[src/rtl/adcc_params.svh]
// timing counts, register offsets, field positions and reset values of the converter control
`ifndef ADCC_PARAMS_SVH
`define ADCC_PARAMS_SVH

// register offsets (serial address A6..A0)
`define ADCC_REG_CFG0       7'h00
`define ADCC_REG_CFG1       7'h01
`define ADCC_REG_OVR        7'h02
`define ADCC_REG_CORR       7'h03
`define ADCC_REG_CORR2      7'h1A
`define ADCC_REG_SRST       7'h2C
`define ADCC_REG_PWR        7'h37
`define ADCC_REG_TPA        7'h3C
`define ADCC_REG_TPB        7'h3D
`define ADCC_REG_TPC        7'h3E

// field positions
`define ADCC_CFG0_DEC_EN    14
`define ADCC_CFG0_HPF       12
`define ADCC_CFG1_CORR_EN   15
`define ADCC_CFG1_FMT       3
`define ADCC_CFG1_HP1       1
`define ADCC_OVR_LSB        7
`define ADCC_OVR_MSB        10
`define ADCC_CORR_START     14
`define ADCC_CORR2_RST      0
`define ADCC_SRST_BIT       0
`define ADCC_PWR_LSB        0
`define ADCC_PWR_MSB        1
`define ADCC_TP_EN          15
`define ADCC_TP_LSB         2
`define ADCC_TP_MSB         13

// reset values
`define ADCC_RST_CFG0       16'h0000
`define ADCC_RST_CFG1       16'h0002
`define ADCC_RST_OVR        16'h0780
`define ADCC_RST_CORR       16'h0B18
`define ADCC_RST_CORR2      16'h0000
`define ADCC_RST_PWR        16'h0000
`define ADCC_RST_TP         16'h0000

// timing
`define ADCC_CLK_MHZ        25
`define ADCC_T_SHUT_NS      2500000
`define ADCC_T_STBY_NS      100000
`define ADCC_T_DEEP_NS      20000
`define ADCC_T_LIGHT_NS     2000
`define ADCC_OVR_LAT        12
`define ADCC_SIF_BITS       24
`define ADCC_CORR_SHIFT     10

`endif

[src/rtl/adcc_pkg.sv]
// types shared by the converter control modules
package adcc_pkg;

	// low-power state chosen by software, in register order
	typedef enum logic [1:0] {
		PWR_STANDBY,
		PWR_LIGHT,
		PWR_DEEP,
		PWR_SHUTDOWN
	} adcc_pwr_t;

	// power sequencing states
	typedef enum logic [1:0] {
		ST_RUN,
		ST_SLEEP,
		ST_WAKE
	} adcc_state_t;

	// one result from each sub-converter, a taken first
	typedef struct packed {
		logic [11:0] b;
		logic [11:0] a;
	} adcc_pair_t;

endpackage

[src/rtl/adcc_fifo.sv]
// small fifo with registered read data and registered ready
`timescale 1ns/100ps
`default_nettype none
module adcc_fifo #(
	parameter int WIDTH = 24,
	parameter int DEPTH = 16
) (
	// clock and reset
	input  wire logic             clk,
	input  wire logic             rst_n,
	// filling side
	input  wire logic             in_valid,
	input  wire logic [WIDTH-1:0] in_data,
	output logic                  in_ready,
	// draining side
	output logic                  out_valid,
	output logic      [WIDTH-1:0] out_data,
	input  wire logic             out_ready
);
	localparam int AW = $clog2(DEPTH);

	logic [WIDTH-1:0] mem [DEPTH];
	logic [AW-1:0]    wr_q;
	logic [AW-1:0]    rd_q;
	logic [AW:0]      cnt_q;
	logic [AW:0]      cnt_d;

	// push into memory, move the head into the output register
	wire push = in_valid & in_ready;
	wire load = (cnt_q != '0) & (~out_valid | out_ready);

	assign cnt_d = cnt_q + {{AW{1'b0}}, push} - {{AW{1'b0}}, load};

	// memory array, no reset needed
	always_ff @(posedge clk) begin
		if (push) begin
			mem[wr_q] <= in_data;
		end
	end

	// pointers, fill level and flags
	always_ff @(posedge clk or negedge rst_n) begin
		if (!rst_n) begin
			wr_q      <= '0;
			rd_q      <= '0;
			cnt_q     <= '0;
			in_ready  <= 1'b1;
			out_valid <= 1'b0;
			out_data  <= '0;
		end else begin
			wr_q      <= push ? wr_q + 1'b1 : wr_q;
			rd_q      <= load ? rd_q + 1'b1 : rd_q;
			cnt_q     <= cnt_d;
			in_ready  <= (cnt_d < (AW+1)'(DEPTH));  // honest full
			out_valid <= load | (out_valid & ~out_ready);
			if (load) begin
				out_data <= mem[rd_q];
			end
		end
	end
endmodule
`default_nettype wire

[src/rtl/adcc_halfband.sv]
// decimate-by-two half-band filter with low-pass or high-pass response
`timescale 1ns/100ps
`default_nettype none
module adcc_halfband #(
	parameter int W = 12
) (
	// clock and reset
	input  wire logic                clk,
	input  wire logic                rst_n,
	// control
	input  wire logic                hpf,
	// sample in
	input  wire logic                in_valid,
	input  wire logic signed [W-1:0] in_data,
	// decimated sample out
	output logic                     out_valid,
	output logic signed [W-1:0]      out_data
);
	localparam int SW = W + 7;
	// coefficients and clip limits at full accumulator width, all signed
	localparam logic signed [SW-1:0] K9    = (SW)'(9);
	localparam logic signed [SW-1:0] K16   = (SW)'(16);
	localparam logic signed [SW-1:0] Y_MAX = (SW)'((1 << (W - 1)) - 1);
	localparam logic signed [SW-1:0] Y_MIN = (SW)'(-(1 << (W - 1)));

	logic signed [W-1:0]  tap_q [7];
	logic                 mod_q;
	logic                 dec_q;
	logic signed [SW-1:0] acc;
	logic signed [SW-1:0] scl;

	// high-pass: shift the band by fs/2 through sign alternation before the low-pass
	wire signed [W-1:0] x_in = (hpf & mod_q) ? -in_data : in_data;

	// taps -1 0 9 16 9 0 -1, sum 32
	assign acc = (SW)'(tap_q[2]) * K9 + (SW)'(tap_q[3]) * K16 + (SW)'(tap_q[4]) * K9
		- (SW)'(tap_q[0]) - (SW)'(tap_q[6]);
	assign scl = acc >>> 5;

	// signed compares only, an unsigned limit would clip every small sample
	wire sat_hi = scl > Y_MAX;
	wire sat_lo = scl < Y_MIN;
	wire signed [W-1:0] y = sat_hi ? Y_MAX[W-1:0] :
		sat_lo ? Y_MIN[W-1:0] : scl[W-1:0];

	// delay line and one output every second input
	always_ff @(posedge clk or negedge rst_n) begin
		if (!rst_n) begin
			for (int i = 0; i < 7; i++) tap_q[i] <= '0;
			mod_q     <= 1'b0;
			dec_q     <= 1'b0;
			out_valid <= 1'b0;
			out_data  <= '0;
		end else begin
			out_valid <= 1'b0;
			if (in_valid) begin
				tap_q[0] <= x_in;
				for (int i = 1; i < 7; i++) tap_q[i] <= tap_q[i-1];
				mod_q <= ~mod_q;
				dec_q <= ~dec_q;
				if (dec_q) begin
					out_valid <= 1'b1;
					out_data  <= y;
				end
			end
		end
	end
endmodule
`default_nettype wire

[src/rtl/adcc_top.sv]
// converter digital control: serial registers, power states, data path, test patterns, over-range
`timescale 1ns/100ps
`default_nettype none
`include "adcc_params.svh"
module adcc_top
	import adcc_pkg::*;
#(
	parameter int          FIFO_DEPTH    = 16,
	parameter logic [16:0] WAKE_SHUT_CYC =
		17'((`ADCC_T_SHUT_NS * `ADCC_CLK_MHZ + 999) / 1000)
) (
	// clock and reset
	input  wire logic       CLK_SYS,
	input  wire logic       RST_N,
	// power control pin
	input  wire logic       ENABLE,
	// serial register port
	input  wire logic       SIF_EN_N,
	input  wire logic       SIF_CLK,
	input  wire logic       SIF_DIN,
	output logic            SIF_DOUT,
	output logic            SIF_DOUT_OE,
	// sub-converter results
	input  wire logic       SUB_VALID,
	input  wire adcc_pair_t SUB_DATA,
	output logic            SUB_READY,
	// sample output
	output logic [11:0]     DOUT,
	output logic            DOUT_VALID,
	output logic            OVR_FLAG,
	output logic            AWAKE
);
	localparam logic [16:0] WAKE_STBY  = 17'((`ADCC_T_STBY_NS * `ADCC_CLK_MHZ + 999) / 1000);
	localparam logic [16:0] WAKE_DEEP  = 17'((`ADCC_T_DEEP_NS * `ADCC_CLK_MHZ + 999) / 1000);
	localparam logic [16:0] WAKE_LIGHT = 17'((`ADCC_T_LIGHT_NS * `ADCC_CLK_MHZ + 999) / 1000);
	localparam logic [4:0]  LAST_BIT   = 5'(`ADCC_SIF_BITS - 1);

	// pin synchronisers: enable pin, serial enable, serial clock, serial data
	logic [3:0]  pin_s1_q, pin_s2_q, pin_s3_q, lvl_q;
	logic [3:0]  lvl_d;
	// registers
	logic [15:0] cfg0_q, cfg1_q, ovr_q, corr_q, corr2_q, pwr_q, tpa_q, tpb_q, tpc_q;
	// serial engine
	logic [4:0]  bit_q;
	logic [22:0] sh_q;
	logic        rw_q;
	logic [15:0] sdo_q;
	// power sequencing
	adcc_state_t st_q;
	logic [16:0] wake_q;
	// data path
	logic        phase_q, raw_v_q, c_v_q, tog_q;
	logic signed [11:0] raw_q, c_q;
	logic signed [19:0] est_a_q, est_b_q;
	logic        raw_lane_q;
	logic [`ADCC_OVR_LAT-2:0] ovr_pipe_q;

	// a level change counts once the second and third stages agree
	assign lvl_d = (pin_s2_q & pin_s3_q) | (lvl_q & (pin_s2_q | pin_s3_q));
	always_ff @(posedge CLK_SYS or negedge RST_N) begin
		if (!RST_N) begin
			pin_s1_q <= 4'hF;
			pin_s2_q <= 4'hF;
			pin_s3_q <= 4'hF;
			lvl_q    <= 4'hF;
		end else begin
			pin_s1_q <= {SIF_DIN, SIF_CLK, SIF_EN_N, ENABLE};
			pin_s2_q <= pin_s1_q;
			pin_s3_q <= pin_s2_q;
			lvl_q    <= lvl_d;
		end
	end

	wire en_pin   = lvl_q[0];
	wire sif_act  = ~lvl_q[1];
	wire sclk_up  = sif_act & lvl_d[2] & ~lvl_q[2];
	wire sclk_dn  = sif_act & ~lvl_d[2] & lvl_q[2];
	wire din      = lvl_q[3];

	// serial frame decode: rw, 7 address bits, 16 data bits
	wire [6:0]  rd_addr = {sh_q[5:0], din};
	wire [6:0]  wr_addr = sh_q[21:15];
	wire [15:0] wr_data = {sh_q[14:0], din};
	wire        wr_stb  = sclk_up & (bit_q == LAST_BIT) & ~rw_q;
	wire        rd_stb  = sclk_up & (bit_q == 5'h07) & sh_q[6];
	wire        srst    = wr_stb & (wr_addr == `ADCC_REG_SRST) & wr_data[`ADCC_SRST_BIT];
	wire we_cfg0 = wr_stb & (wr_addr == `ADCC_REG_CFG0);
	wire we_cfg1 = wr_stb & (wr_addr == `ADCC_REG_CFG1);
	wire we_ovr  = wr_stb & (wr_addr == `ADCC_REG_OVR);
	wire we_corr = wr_stb & (wr_addr == `ADCC_REG_CORR);
	wire we_cor2 = wr_stb & (wr_addr == `ADCC_REG_CORR2);
	wire we_pwr  = wr_stb & (wr_addr == `ADCC_REG_PWR);
	wire we_tpa  = wr_stb & (wr_addr == `ADCC_REG_TPA);
	wire we_tpb  = wr_stb & (wr_addr == `ADCC_REG_TPB);
	wire we_tpc  = wr_stb & (wr_addr == `ADCC_REG_TPC);

	// read-back selection, unmapped offsets read zero
	wire [15:0] rd_data =
		(rd_addr == `ADCC_REG_CFG0)  ? cfg0_q  :
		(rd_addr == `ADCC_REG_CFG1)  ? cfg1_q  :
		(rd_addr == `ADCC_REG_OVR)   ? ovr_q   :
		(rd_addr == `ADCC_REG_CORR)  ? corr_q  :
		(rd_addr == `ADCC_REG_CORR2) ? corr2_q :
		(rd_addr == `ADCC_REG_PWR)   ? pwr_q   :
		(rd_addr == `ADCC_REG_TPA)   ? tpa_q   :
		(rd_addr == `ADCC_REG_TPB)   ? tpb_q   :
		(rd_addr == `ADCC_REG_TPC)   ? tpc_q   : 16'h0000;

	// serial shift engine; read data leaves on falling serial clock edges
	always_ff @(posedge CLK_SYS or negedge RST_N) begin
		if (!RST_N) begin
			bit_q       <= 5'h00;
			sh_q        <= '0;
			rw_q        <= 1'b0;
			sdo_q       <= 16'h0000;
			SIF_DOUT    <= 1'b0;
			SIF_DOUT_OE <= 1'b0;
		end else if (!sif_act) begin
			bit_q       <= 5'h00;
			SIF_DOUT_OE <= 1'b0;
		end else begin
			if (sclk_up) begin
				sh_q  <= {sh_q[21:0], din};
				bit_q <= (bit_q > LAST_BIT) ? bit_q : bit_q + 5'h01;  // parks past the frame
				if (bit_q == 5'h00) begin
					rw_q <= din;
				end
			end
			if (rd_stb) begin
				sdo_q       <= rd_data;
				SIF_DOUT_OE <= 1'b1;
			end else if (sclk_dn & SIF_DOUT_OE) begin
				SIF_DOUT <= sdo_q[15];
				sdo_q    <= {sdo_q[14:0], 1'b0};
			end
		end
	end

	// register file; the soft reset write reloads every default and is not stored
	always_ff @(posedge CLK_SYS or negedge RST_N) begin
		if (!RST_N) begin
			cfg0_q  <= `ADCC_RST_CFG0;
			cfg1_q  <= `ADCC_RST_CFG1;
			ovr_q   <= `ADCC_RST_OVR;
			corr_q  <= `ADCC_RST_CORR;
			corr2_q <= `ADCC_RST_CORR2;
			pwr_q   <= `ADCC_RST_PWR;
			tpa_q   <= `ADCC_RST_TP;
			tpb_q   <= `ADCC_RST_TP;
			tpc_q   <= `ADCC_RST_TP;
		end else if (srst) begin
			cfg0_q  <= `ADCC_RST_CFG0;
			cfg1_q  <= `ADCC_RST_CFG1;
			ovr_q   <= `ADCC_RST_OVR;
			corr_q  <= `ADCC_RST_CORR;
			corr2_q <= `ADCC_RST_CORR2;
			pwr_q   <= `ADCC_RST_PWR;
			tpa_q   <= `ADCC_RST_TP;
			tpb_q   <= `ADCC_RST_TP;
			tpc_q   <= `ADCC_RST_TP;
		end else begin
			cfg0_q  <= we_cfg0 ? wr_data : cfg0_q;
			cfg1_q  <= we_cfg1 ? wr_data : cfg1_q;
			ovr_q   <= we_ovr  ? wr_data : ovr_q;
			corr_q  <= we_corr ? wr_data : corr_q;
			corr2_q <= we_cor2 ? wr_data : corr2_q;
			pwr_q   <= we_pwr  ? wr_data : pwr_q;
			tpa_q   <= we_tpa  ? wr_data : tpa_q;
			tpb_q   <= we_tpb  ? wr_data : tpb_q;
			tpc_q   <= we_tpc  ? wr_data : tpc_q;
		end
	end

	// control fields
	wire [1:0]  pwr_fld  = pwr_q[`ADCC_PWR_MSB:`ADCC_PWR_LSB];
	wire [3:0]  ovr_thr  = ovr_q[`ADCC_OVR_MSB:`ADCC_OVR_LSB];
	wire        corr_en  = cfg1_q[`ADCC_CFG1_CORR_EN];
	wire        corr_rst = corr_q[`ADCC_CORR_START] | corr2_q[`ADCC_CORR2_RST];
	wire        fmt_ob   = cfg1_q[`ADCC_CFG1_FMT];
	wire        dec_en   = cfg0_q[`ADCC_CFG0_DEC_EN];
	wire        pat_en   = tpa_q[`ADCC_TP_EN];
	wire [11:0] pat_even = tpb_q[`ADCC_TP_MSB:`ADCC_TP_LSB];
	wire [11:0] pat_odd  = tpc_q[`ADCC_TP_MSB:`ADCC_TP_LSB];

	// wake time by chosen state, never below one cycle
	wire [16:0] wake_len =
		(adcc_pwr_t'(pwr_fld) == PWR_SHUTDOWN) ? WAKE_SHUT_CYC :
		(adcc_pwr_t'(pwr_fld) == PWR_STANDBY)  ? WAKE_STBY :
		(adcc_pwr_t'(pwr_fld) == PWR_DEEP)     ? WAKE_DEEP : WAKE_LIGHT;

	// power sequencing: low enable pin enters the chosen state, high pin wakes it
	always_ff @(posedge CLK_SYS or negedge RST_N) begin
		if (!RST_N) begin
			st_q   <= ST_RUN;
			wake_q <= 17'h00000;
			AWAKE  <= 1'b0;
		end else begin
			case (st_q)
				ST_RUN: begin
					if (!en_pin) st_q <= ST_SLEEP;
				end
				ST_SLEEP: begin
					if (en_pin) begin
						st_q   <= ST_WAKE;
						wake_q <= wake_len - 17'h00001;
					end
				end
				ST_WAKE: begin
					if (!en_pin) st_q <= ST_SLEEP;
					else if (wake_q == 17'h00000) st_q <= ST_RUN;
					else wake_q <= wake_q - 17'h00001;
				end
				default: st_q <= ST_SLEEP;
			endcase
			AWAKE <= (st_q == ST_RUN) & en_pin;
		end
	end

	// pair buffer between the sub-converters and the merger
	adcc_pair_t fifo_out;
	logic       fifo_valid;
	adcc_fifo #(
		.WIDTH ($bits(adcc_pair_t)),
		.DEPTH (FIFO_DEPTH)
	) u_fifo (
		.clk       (CLK_SYS),
		.rst_n     (RST_N),
		.in_valid  (SUB_VALID & AWAKE),
		.in_data   (SUB_DATA),
		.in_ready  (SUB_READY),
		.out_valid (fifo_valid),
		.out_data  (fifo_out),
		.out_ready (phase_q)
	);

	// interleaving correction: per-lane offset estimate, removed from each result
	wire signed [19:0] est_cur = raw_lane_q ? est_b_q : est_a_q;
	wire signed [19:0] est_nxt = est_cur
		+ (($signed({raw_q, 8'h00}) - est_cur) >>> `ADCC_CORR_SHIFT);
	wire signed [12:0] c_diff  = 13'(raw_q) - 13'($signed(est_cur[19:8]));
	wire signed [11:0] c_sat   = (c_diff > 13'sh07FF) ? 12'sh7FF :
		(c_diff < -13'sh0800) ? -12'sh800 : c_diff[11:0];

	// merge two half-rate lanes, a then b, and correct
	always_ff @(posedge CLK_SYS or negedge RST_N) begin
		if (!RST_N) begin
			phase_q    <= 1'b0;
			raw_v_q    <= 1'b0;
			raw_q      <= '0;
			raw_lane_q <= 1'b0;
			c_v_q      <= 1'b0;
			c_q        <= '0;
			est_a_q    <= '0;
			est_b_q    <= '0;
		end else begin
			raw_v_q <= fifo_valid;
			if (fifo_valid) begin
				raw_q      <= phase_q ? fifo_out.b : fifo_out.a;
				raw_lane_q <= phase_q;
				phase_q    <= ~phase_q;
			end
			c_v_q <= raw_v_q;
			c_q   <= corr_en ? c_sat : raw_q;
			if (!corr_en || corr_rst) begin
				est_a_q <= '0;
				est_b_q <= '0;
			end else if (raw_v_q) begin
				est_a_q <= raw_lane_q ? est_a_q : est_nxt;
				est_b_q <= raw_lane_q ? est_nxt : est_b_q;
			end
		end
	end

	// optional decimation filter
	logic               dec_v;
	logic signed [11:0] dec_d;
	adcc_halfband #(
		.W (12)
	) u_dec (
		.clk       (CLK_SYS),
		.rst_n     (RST_N),
		.hpf       (cfg0_q[`ADCC_CFG0_HPF]),
		.in_valid  (c_v_q & dec_en),
		.in_data   (c_q),
		.out_valid (dec_v),
		.out_data  (dec_d)
	);

	wire        s_v = dec_en ? dec_v : c_v_q;
	wire [11:0] s_d = dec_en ? dec_d : c_q;
	wire [11:0] fmt_d = fmt_ob ? {~s_d[11], s_d[10:0]} : s_d;

	// output stage: pattern replaces every sample while selected
	always_ff @(posedge CLK_SYS or negedge RST_N) begin
		if (!RST_N) begin
			DOUT       <= 12'h000;
			DOUT_VALID <= 1'b0;
			tog_q      <= 1'b0;
		end else begin
			DOUT_VALID <= s_v;
			if (!pat_en) tog_q <= 1'b0;
			else if (s_v) tog_q <= ~tog_q;
			if (s_v) begin
				DOUT <= pat_en ? (tog_q ? pat_odd : pat_even) : fmt_d;
			end
		end
	end

	// fast over-range: magnitude above threshold times full scale over 16
	wire [11:0] mag  = raw_q[11] ? 12'(-raw_q) : 12'(raw_q);
	wire [11:0] trip_lvl = {1'b0, ovr_thr, 7'h00};
	wire        trip = raw_v_q & (mag > trip_lvl);

	always_ff @(posedge CLK_SYS or negedge RST_N) begin
		if (!RST_N) begin
			ovr_pipe_q <= '0;
			OVR_FLAG   <= 1'b0;
		end else begin
			ovr_pipe_q <= {ovr_pipe_q[`ADCC_OVR_LAT-3:0], trip};
			OVR_FLAG   <= ovr_pipe_q[`ADCC_OVR_LAT-2];
		end
	end
endmodule
`default_nettype wire

[config.mk]
export PLATFORM = sky130hd
export DESIGN_NAME = adcc_top
export DESIGN_NICKNAME = d
export VERILOG_FILES = /design/src/rtl/adcc_pkg.sv /design/src/rtl/adcc_fifo.sv /design/src/rtl/adcc_halfband.sv /design/src/rtl/adcc_top.sv
export VERILOG_INCLUDE_DIRS = /design/src /design/src/rtl
export SDC_FILE = /design/constraint.sdc
export NUM_CORES = 2
export LEC_CHECK = 0
export BUFFER_PORTS_ARGS = -buffer_cell sky130_fd_sc_hd__buf_2
export CAP_MARGIN = 20
export CORE_AREA = 2 2 265 267
export CTS_BUF_LIST = sky130_fd_sc_hd__clkbuf_16
export CTS_CLUSTER_DIAMETER = 60
export DETAILED_ROUTE_END_ITERATION = 8
export DIE_AREA = 0 0 267 269
export PLACE_DENSITY = 0.83
export SLEW_MARGIN = 20
export SYNTH_ARGS = -nofsm -noshare
export SYNTH_HDL_FRONTEND = slang
export SYNTH_HIERARCHICAL = 1
export SYNTH_SLANG_ARGS = --single-unit
[constraint.sdc]
create_clock -name CLK_SYS -period 8.4 [get_ports CLK_SYS]
set_clock_uncertainty 0.1 [all_clocks]
set_input_delay 1.68 -clock CLK_SYS [delete_from_list [all_inputs] [get_ports CLK_SYS]]
set_output_delay 1.68 -clock CLK_SYS [all_outputs]
set_load 0.03 [all_outputs]
# Yosys cells after proc, flatten, opt, wreduce, memory -nomap -nowiden
# Memory sizes are Yosys's and may differ from the RTL's. A register that Yosys moved wholly into a read port is not among the register bits.
# Cells that the tools add are included.
# totals
elab_cells,261
memories,1
reg_bits,434
in_bits,31
ramBits,384
romBits,0
latch_bits,0
# mem_list
memory,words,word_bits,rd,rd_ports_with_merged_regs,write_ports,line_no,text
u_fifo.mem,16,24,1,1,1,adcc_fifo.sv:22,logic [WIDTH-1:0] mem [DEPTH];
# classes
n_mux,72
magnitude_cmp,7
shifts,0
n_reduce_logical,35
eq_ne,31
div_mod_pow,0
n_addsub,16
n_bitwise,46
multipliers,2
# ops
operator,count
$mux W16,30
$mux W12,13
$mux W20,7
$eq A7 B6 Y1 const B,9
$mux W17,3
$sub A19 B12 Y19,2
$mul A12 B5 Y17 const B,2
$pmux W17 S2,1
$reduce_bool A2 Y1,15
$and A1 B1 Y1,28
$eq A7 B2 Y1 const B,4
$neg A12 Y12,2
$add A20 B10 Y20,1
$sub A20 B20 Y20,1
$add A19 B19 Y19,1
$add A17 B16 Y18,1
$logic_not A17 Y1,1
$sub A16 B1 Y17 const B,1
$sub A17 B1 Y17 const B,1
$mux W5,3
$eq A7 B1 Y1 const B,2
$eq A7 B5 Y1 const B,2
$gt A14 B12 Y1 const B,1
$logic_not A7 Y1,2
other kinds (34),76

# Depth between registers and ports, before layout
# logic_depth
depth_word,11
depth_mapped,28

# Modules after synthesis
# Netlist, hierarchy kept.
# by_module_without_submodules
mod,area_each_um2,cells_each,instances
adcc_top,16921.2,1738,1
adcc_fifo,16324.4,727,1
adcc_halfband,7173.1,657,1

# Worst setup path before layout
# OpenSTA, ideal clock, no wires.
# synth_path
path_type,register -> register
from,reg u_dec/tap_q[54] (netlist name)
to,reg u_dec.out_data[10]
t_arrival_ns,5.972
stages_incl_launch_ff,28
path_slack_ns,2.202
setup_time_ns,0.127
period_less_slack_ns,6.198
cell_sequence,dfrtp_1 -> ha_1 -> ha_1 -> inv_1 -> fa_1 -> inv_1 -> ha_1 -> a21o_1 -> a21oi_1 -> nand2b_1 -> a21oi_1 -> nor3_1 -> o31ai_1 -> o41ai_1 -> xor2_1 -> fa_1 -> inv_1 -> fa_1 -> inv_1 -> ha_1 -> nand3_1 -> or2_2 -> o31ai_1 -> a21oi_1 -> xnor3_2 -> a21oi_2 -> buf_6 -> a221o_2
# synth_via
elab_chain_len,8
elab_cells_between_ends,9
# synth_lines
element,line_no,text
from (decl),adcc_halfband.sv:26,logic signed [W-1:0] tap_q [7];
$mul A12 B5 Y17 (*),adcc_halfband.sv:36,assign acc = (SW)'(tap_q[2]) * K9 + (SW)'(tap_q[3]) * K16 + (SW)'(tap_q[4]) * K9
$add A17 B16 Y18 (*),adcc_halfband.sv:36,
$add A19 B19 Y19 (*),adcc_halfband.sv:36,
$sub A19 B12 Y19 (*) (2 in a row),adcc_halfband.sv:37,- (SW)'(tap_q[0]) - (SW)'(tap_q[6]);
$lt A14 B12 Y1,adcc_halfband.sv:42,wire sat_lo = scl < Y_MIN;
$mux W12,adcc_halfband.sv:44,sat_lo ? Y_MIN[W-1:0] : scl[W-1:0];
$mux W12 (*),adcc_halfband.sv:43,wire signed [W-1:0] y = sat_hi ? Y_MAX[W-1:0] :
to (signal assigned),adcc_halfband.sv:63,out_data <= y;
to (decl),adcc_halfband.sv:17,output logic signed [W-1:0] out_data
# Every way passes the cells marked *; elsewhere a longest branch is shown, timed or not.
# A chain may end at the register's enable or synchronous reset.

# Final worst setup path
# layout_path
from,reg u_dec/tap_q[53] (netlist name)
to,reg u_dec.out_data[1]
# Same word-level chain as after synthesis.

==> metrics.yaml <==
clock_network:
  post_cts_buffers: 0
  cts_buffers: 89
  worstSkewPairLatency_ps: 660
  post_cts_resized: 0
  cts_sinks: 842
  clkTransAtPathRegs_ps: 60
  root_buffer: "clkbuf_16"
  cts_buffer_depth: 3
  cts_tree: "built"
  hold_buffers: 0
  ctsHtreeMaxLevel: 3
flow_run:
  cap_violations: 0
logic_synthesis:
  synth-edff-count: 384
  syn_area_per_cell_um2: 12.9
  async_flop_share: 0.544
  synth.largest_area_cell: "edfxtp_1"
  synthFlopType: "dfrtp_1"
  synthesis.area_um2: 40400
  synth_fp_nets: 3337
  synth_compound_area_frac: 0.0908
  netlist-cell-type-count: 92
  synthAdderAreaFrac: 0.0672
  synthXorXnorAreaFrac: 0.0237
  synth_area_leaders: "edfxtp_1, dfrtp_1, mux4_2"
  synthMuxAreaShare: 0.137
  synth_top_family_by_area: "multiplexers"
  synth-simple-area-share: 0.0756
  synth_cells: 3122
  ys_ff_latch: 842
  yosysWarnings: 6
  seq_area_frac_synth: 0.570
  synth_top_area_share: 0.285
layout:
  final_common_cell: "dfrtp_1"
  syn2layout_area_growth_pct: 9.73
  final_area_um2: 44400
  drive_gt1_frac: 0.165
  nets: 3359
  fin_util: 0.640
  final_cell_mix: "dfrtp_1, edfxtp_1, nor2_1"
route:
  via_per_inst: 6.12
  ant_nets: 0
  drtIter0Drc: 2257
  drc: 0
  vias: 25500
  wirelength_um: 92400
  wl_per_cell_um: 22.2
  first_pass_iters: 6
critical_path:
  endpoint_kind: "register"
  path_buf_inv: 2
  cp_slowest_stage_delay_ps: 570
  worstSetupStartpointType: "register"
  cp_max_fo: 11
  crit_family: "adder cells"
  path_class: "reg -> reg"
  regToRegSetupSlack_ps: 1450
  crit_slowest_cell: "nor2_1"
  critPathArrivalTime_ps: 7420
  critPathRequiredTime_ps: 8870
power:
  switching_power_uw: 3950
  leakagePower_uw: 0.0186
  p_seq_frac: 0.420
  max-vdd-ir-drop_mv: 0.195
  p_comb_frac: 0.265
  power_uw: 12000
  p_clk_frac: 0.314
  p_int_uw: 8070
  power_density_nw_per_um2: 271
  swShare: 0.329
sta:
  report.final.slew_viol_count: 0
  hold_viol: 0
  maxSlewHeadroom: 0.217
  setup_viol: 0
  tns_ps: 0
  worst_pin_slew_ps: 1170
  grt_setup_unrepaired: "false"
  fin_crit_ps: 6950
  fmax_ghz: 0.144
  finalCritPeriodShare: 0.827
  setup_ws_ps: 1450
die:
  initial_core_util: 0.583
  fp.dieH_um: 269
  ios: 49
  fp-row-count: 97
  dieWidth_um: 267
  die-area_um2: 71800
  coreArea_um2: 69300
global_routing:
  grt_pass1_wl_um: 146000
  grt_pass1_vias: 26000
  grt_max_degree: 181
  grt_overflow: 0
  grt_usage: 0.263
  antenna_found_initial: 5
placed_design:
  port_buffers: 48
  place_ws_ps: 1560
  dp_hpwl_um: 56000
  placed_area_um2: 41500
  place_congestion: 0.871
worst_hold_path:
  hold_class: "reg -> reg"
run_status:
  status: "completed"
-- through the flow --
stage | instances | hold slack [ps]
5_1_grt | 4162 | 253
6_report | 4162 | 241
3_5_place_dp | 3992 | 235
4_1_cts | 4159 | 247
2_1_floorplan | 3122 | 231
3_3_place_gp | 3992 | 232
-- cell families (layout without fill, tap and decap cells) --
| family | count (synthesis) | count (layout) |
|---|---|---|
| and+or+nand+nor | 675 | 675 |
| DFF | 842 | 842 |
| buffers and inverters | 332 | 430 |
| adders and majority gates | 188 | 188 |
| AOI/OAI and AO/OA | 559 | 559 |
| muxes | 419 | 419 |
| xor gates and xnor gates | 107 | 107 |
| other | 0 | 2 |
-- sequential cells by signal, summed over array words and instances (netlist names), 12 cells and up --
signal,count
DOUT,12
c_q,12
cfg0_q,16
cfg1_q,16
corr2_q,16
corr_q,16
est_a_q,20
est_b_q,20
ovr_q,16
pwr_q,16
raw_q,12
sdo_q,16
sh_q,22
tpa_q,16
tpb_q,16
tpc_q,16
u_dec/out_data,12
u_dec/tap_q,84
u_fifo/mem,384
u_fifo/out_data,24
wake_q,17
-- power by group through the flow --
stage / combinational [uW] / sequential [uW] / clock [uW]
floorplan: 2510 / 4910 / 0
global placement: 3020 / 5110 / 0
detailed placement: 3120 / 5120 / 0
CTS: 3170 / 5050 / 3840
global route: 3460 / 5090 / 3990
finish: 3190 / 5050 / 3780
-- routing by layer --
layer | track usage | wire length, um | up-vias
met5 | 0 | 43 | -
met1 | 0.341 | 36700 | 12800
met2 | 0.447 | 46300 | 968
met4 | 0.107 | 3470 | 6
li1 | - | - | 11400
met3 | 0.0428 | 5890 | 242
-- synth_stat cells (all sizes together), types with 5 or more instances --
cell type and count:
o21bai 9, nand3b 5, nor4b 5, a21o 29, o211ai 13, dfrtp 431
o21a 14, buf 51, ha 134, nor4 11, nor3b 5, o21ai 114
mux2 108, dfstp 27, nand2 186, mux4 97, nand3 37, and3 10
a221oi 36, a22oi 13, a221o 12, inv 163, nor2 285, o31ai 12
and2 22, or3 7, xnor2 68, xor2 38, or2 7, fa 50
edfxtp 384, a211oi 21, a21oi 197, nand4 11, nor3 28, a22o 7
mux2i 214, nor2b 23, a31oi 24, nand2b 19, o22ai 28, clkbuf 116
-- final cells by class --
cell class                 instances  area, um2
timing repair buffer              99        678
tap                              940       1180
clock buffer                      90       2250
inverter                         164        616
sequential                       842      23000
multi-input combinational       1948      16000
fill                            4984      25000
antenna                            2       5.00
clock inverter                    77        569
-- path summary, 6_finish.rpt --
kind / start / end / depth (start not counted)
hold reg to reg: ovr_pipe_q[1]$_DFF_PN0_ / ovr_pipe_q[2]$_DFF_PN0_ / 0
max in group asynchronous: RST_N / u_fifo/rd_q[2]$_DFFE_PN0P_ / 2
min in group asynchronous: RST_N / cfg0_q[6]$_DFFE_PN0P_ / 1
setup / recovery: u_dec/tap_q[53]$_DFFE_PN0P_ / u_dec/out_data[1]$_DFFE_PN0P_ / 26
hold / removal: ovr_pipe_q[1]$_DFF_PN0_ / ovr_pipe_q[2]$_DFF_PN0_ / 0
setup reg to reg: u_dec/tap_q[53]$_DFFE_PN0P_ / u_dec/out_data[1]$_DFFE_PN0P_ / 26
(Power assumes the default switching activity.)
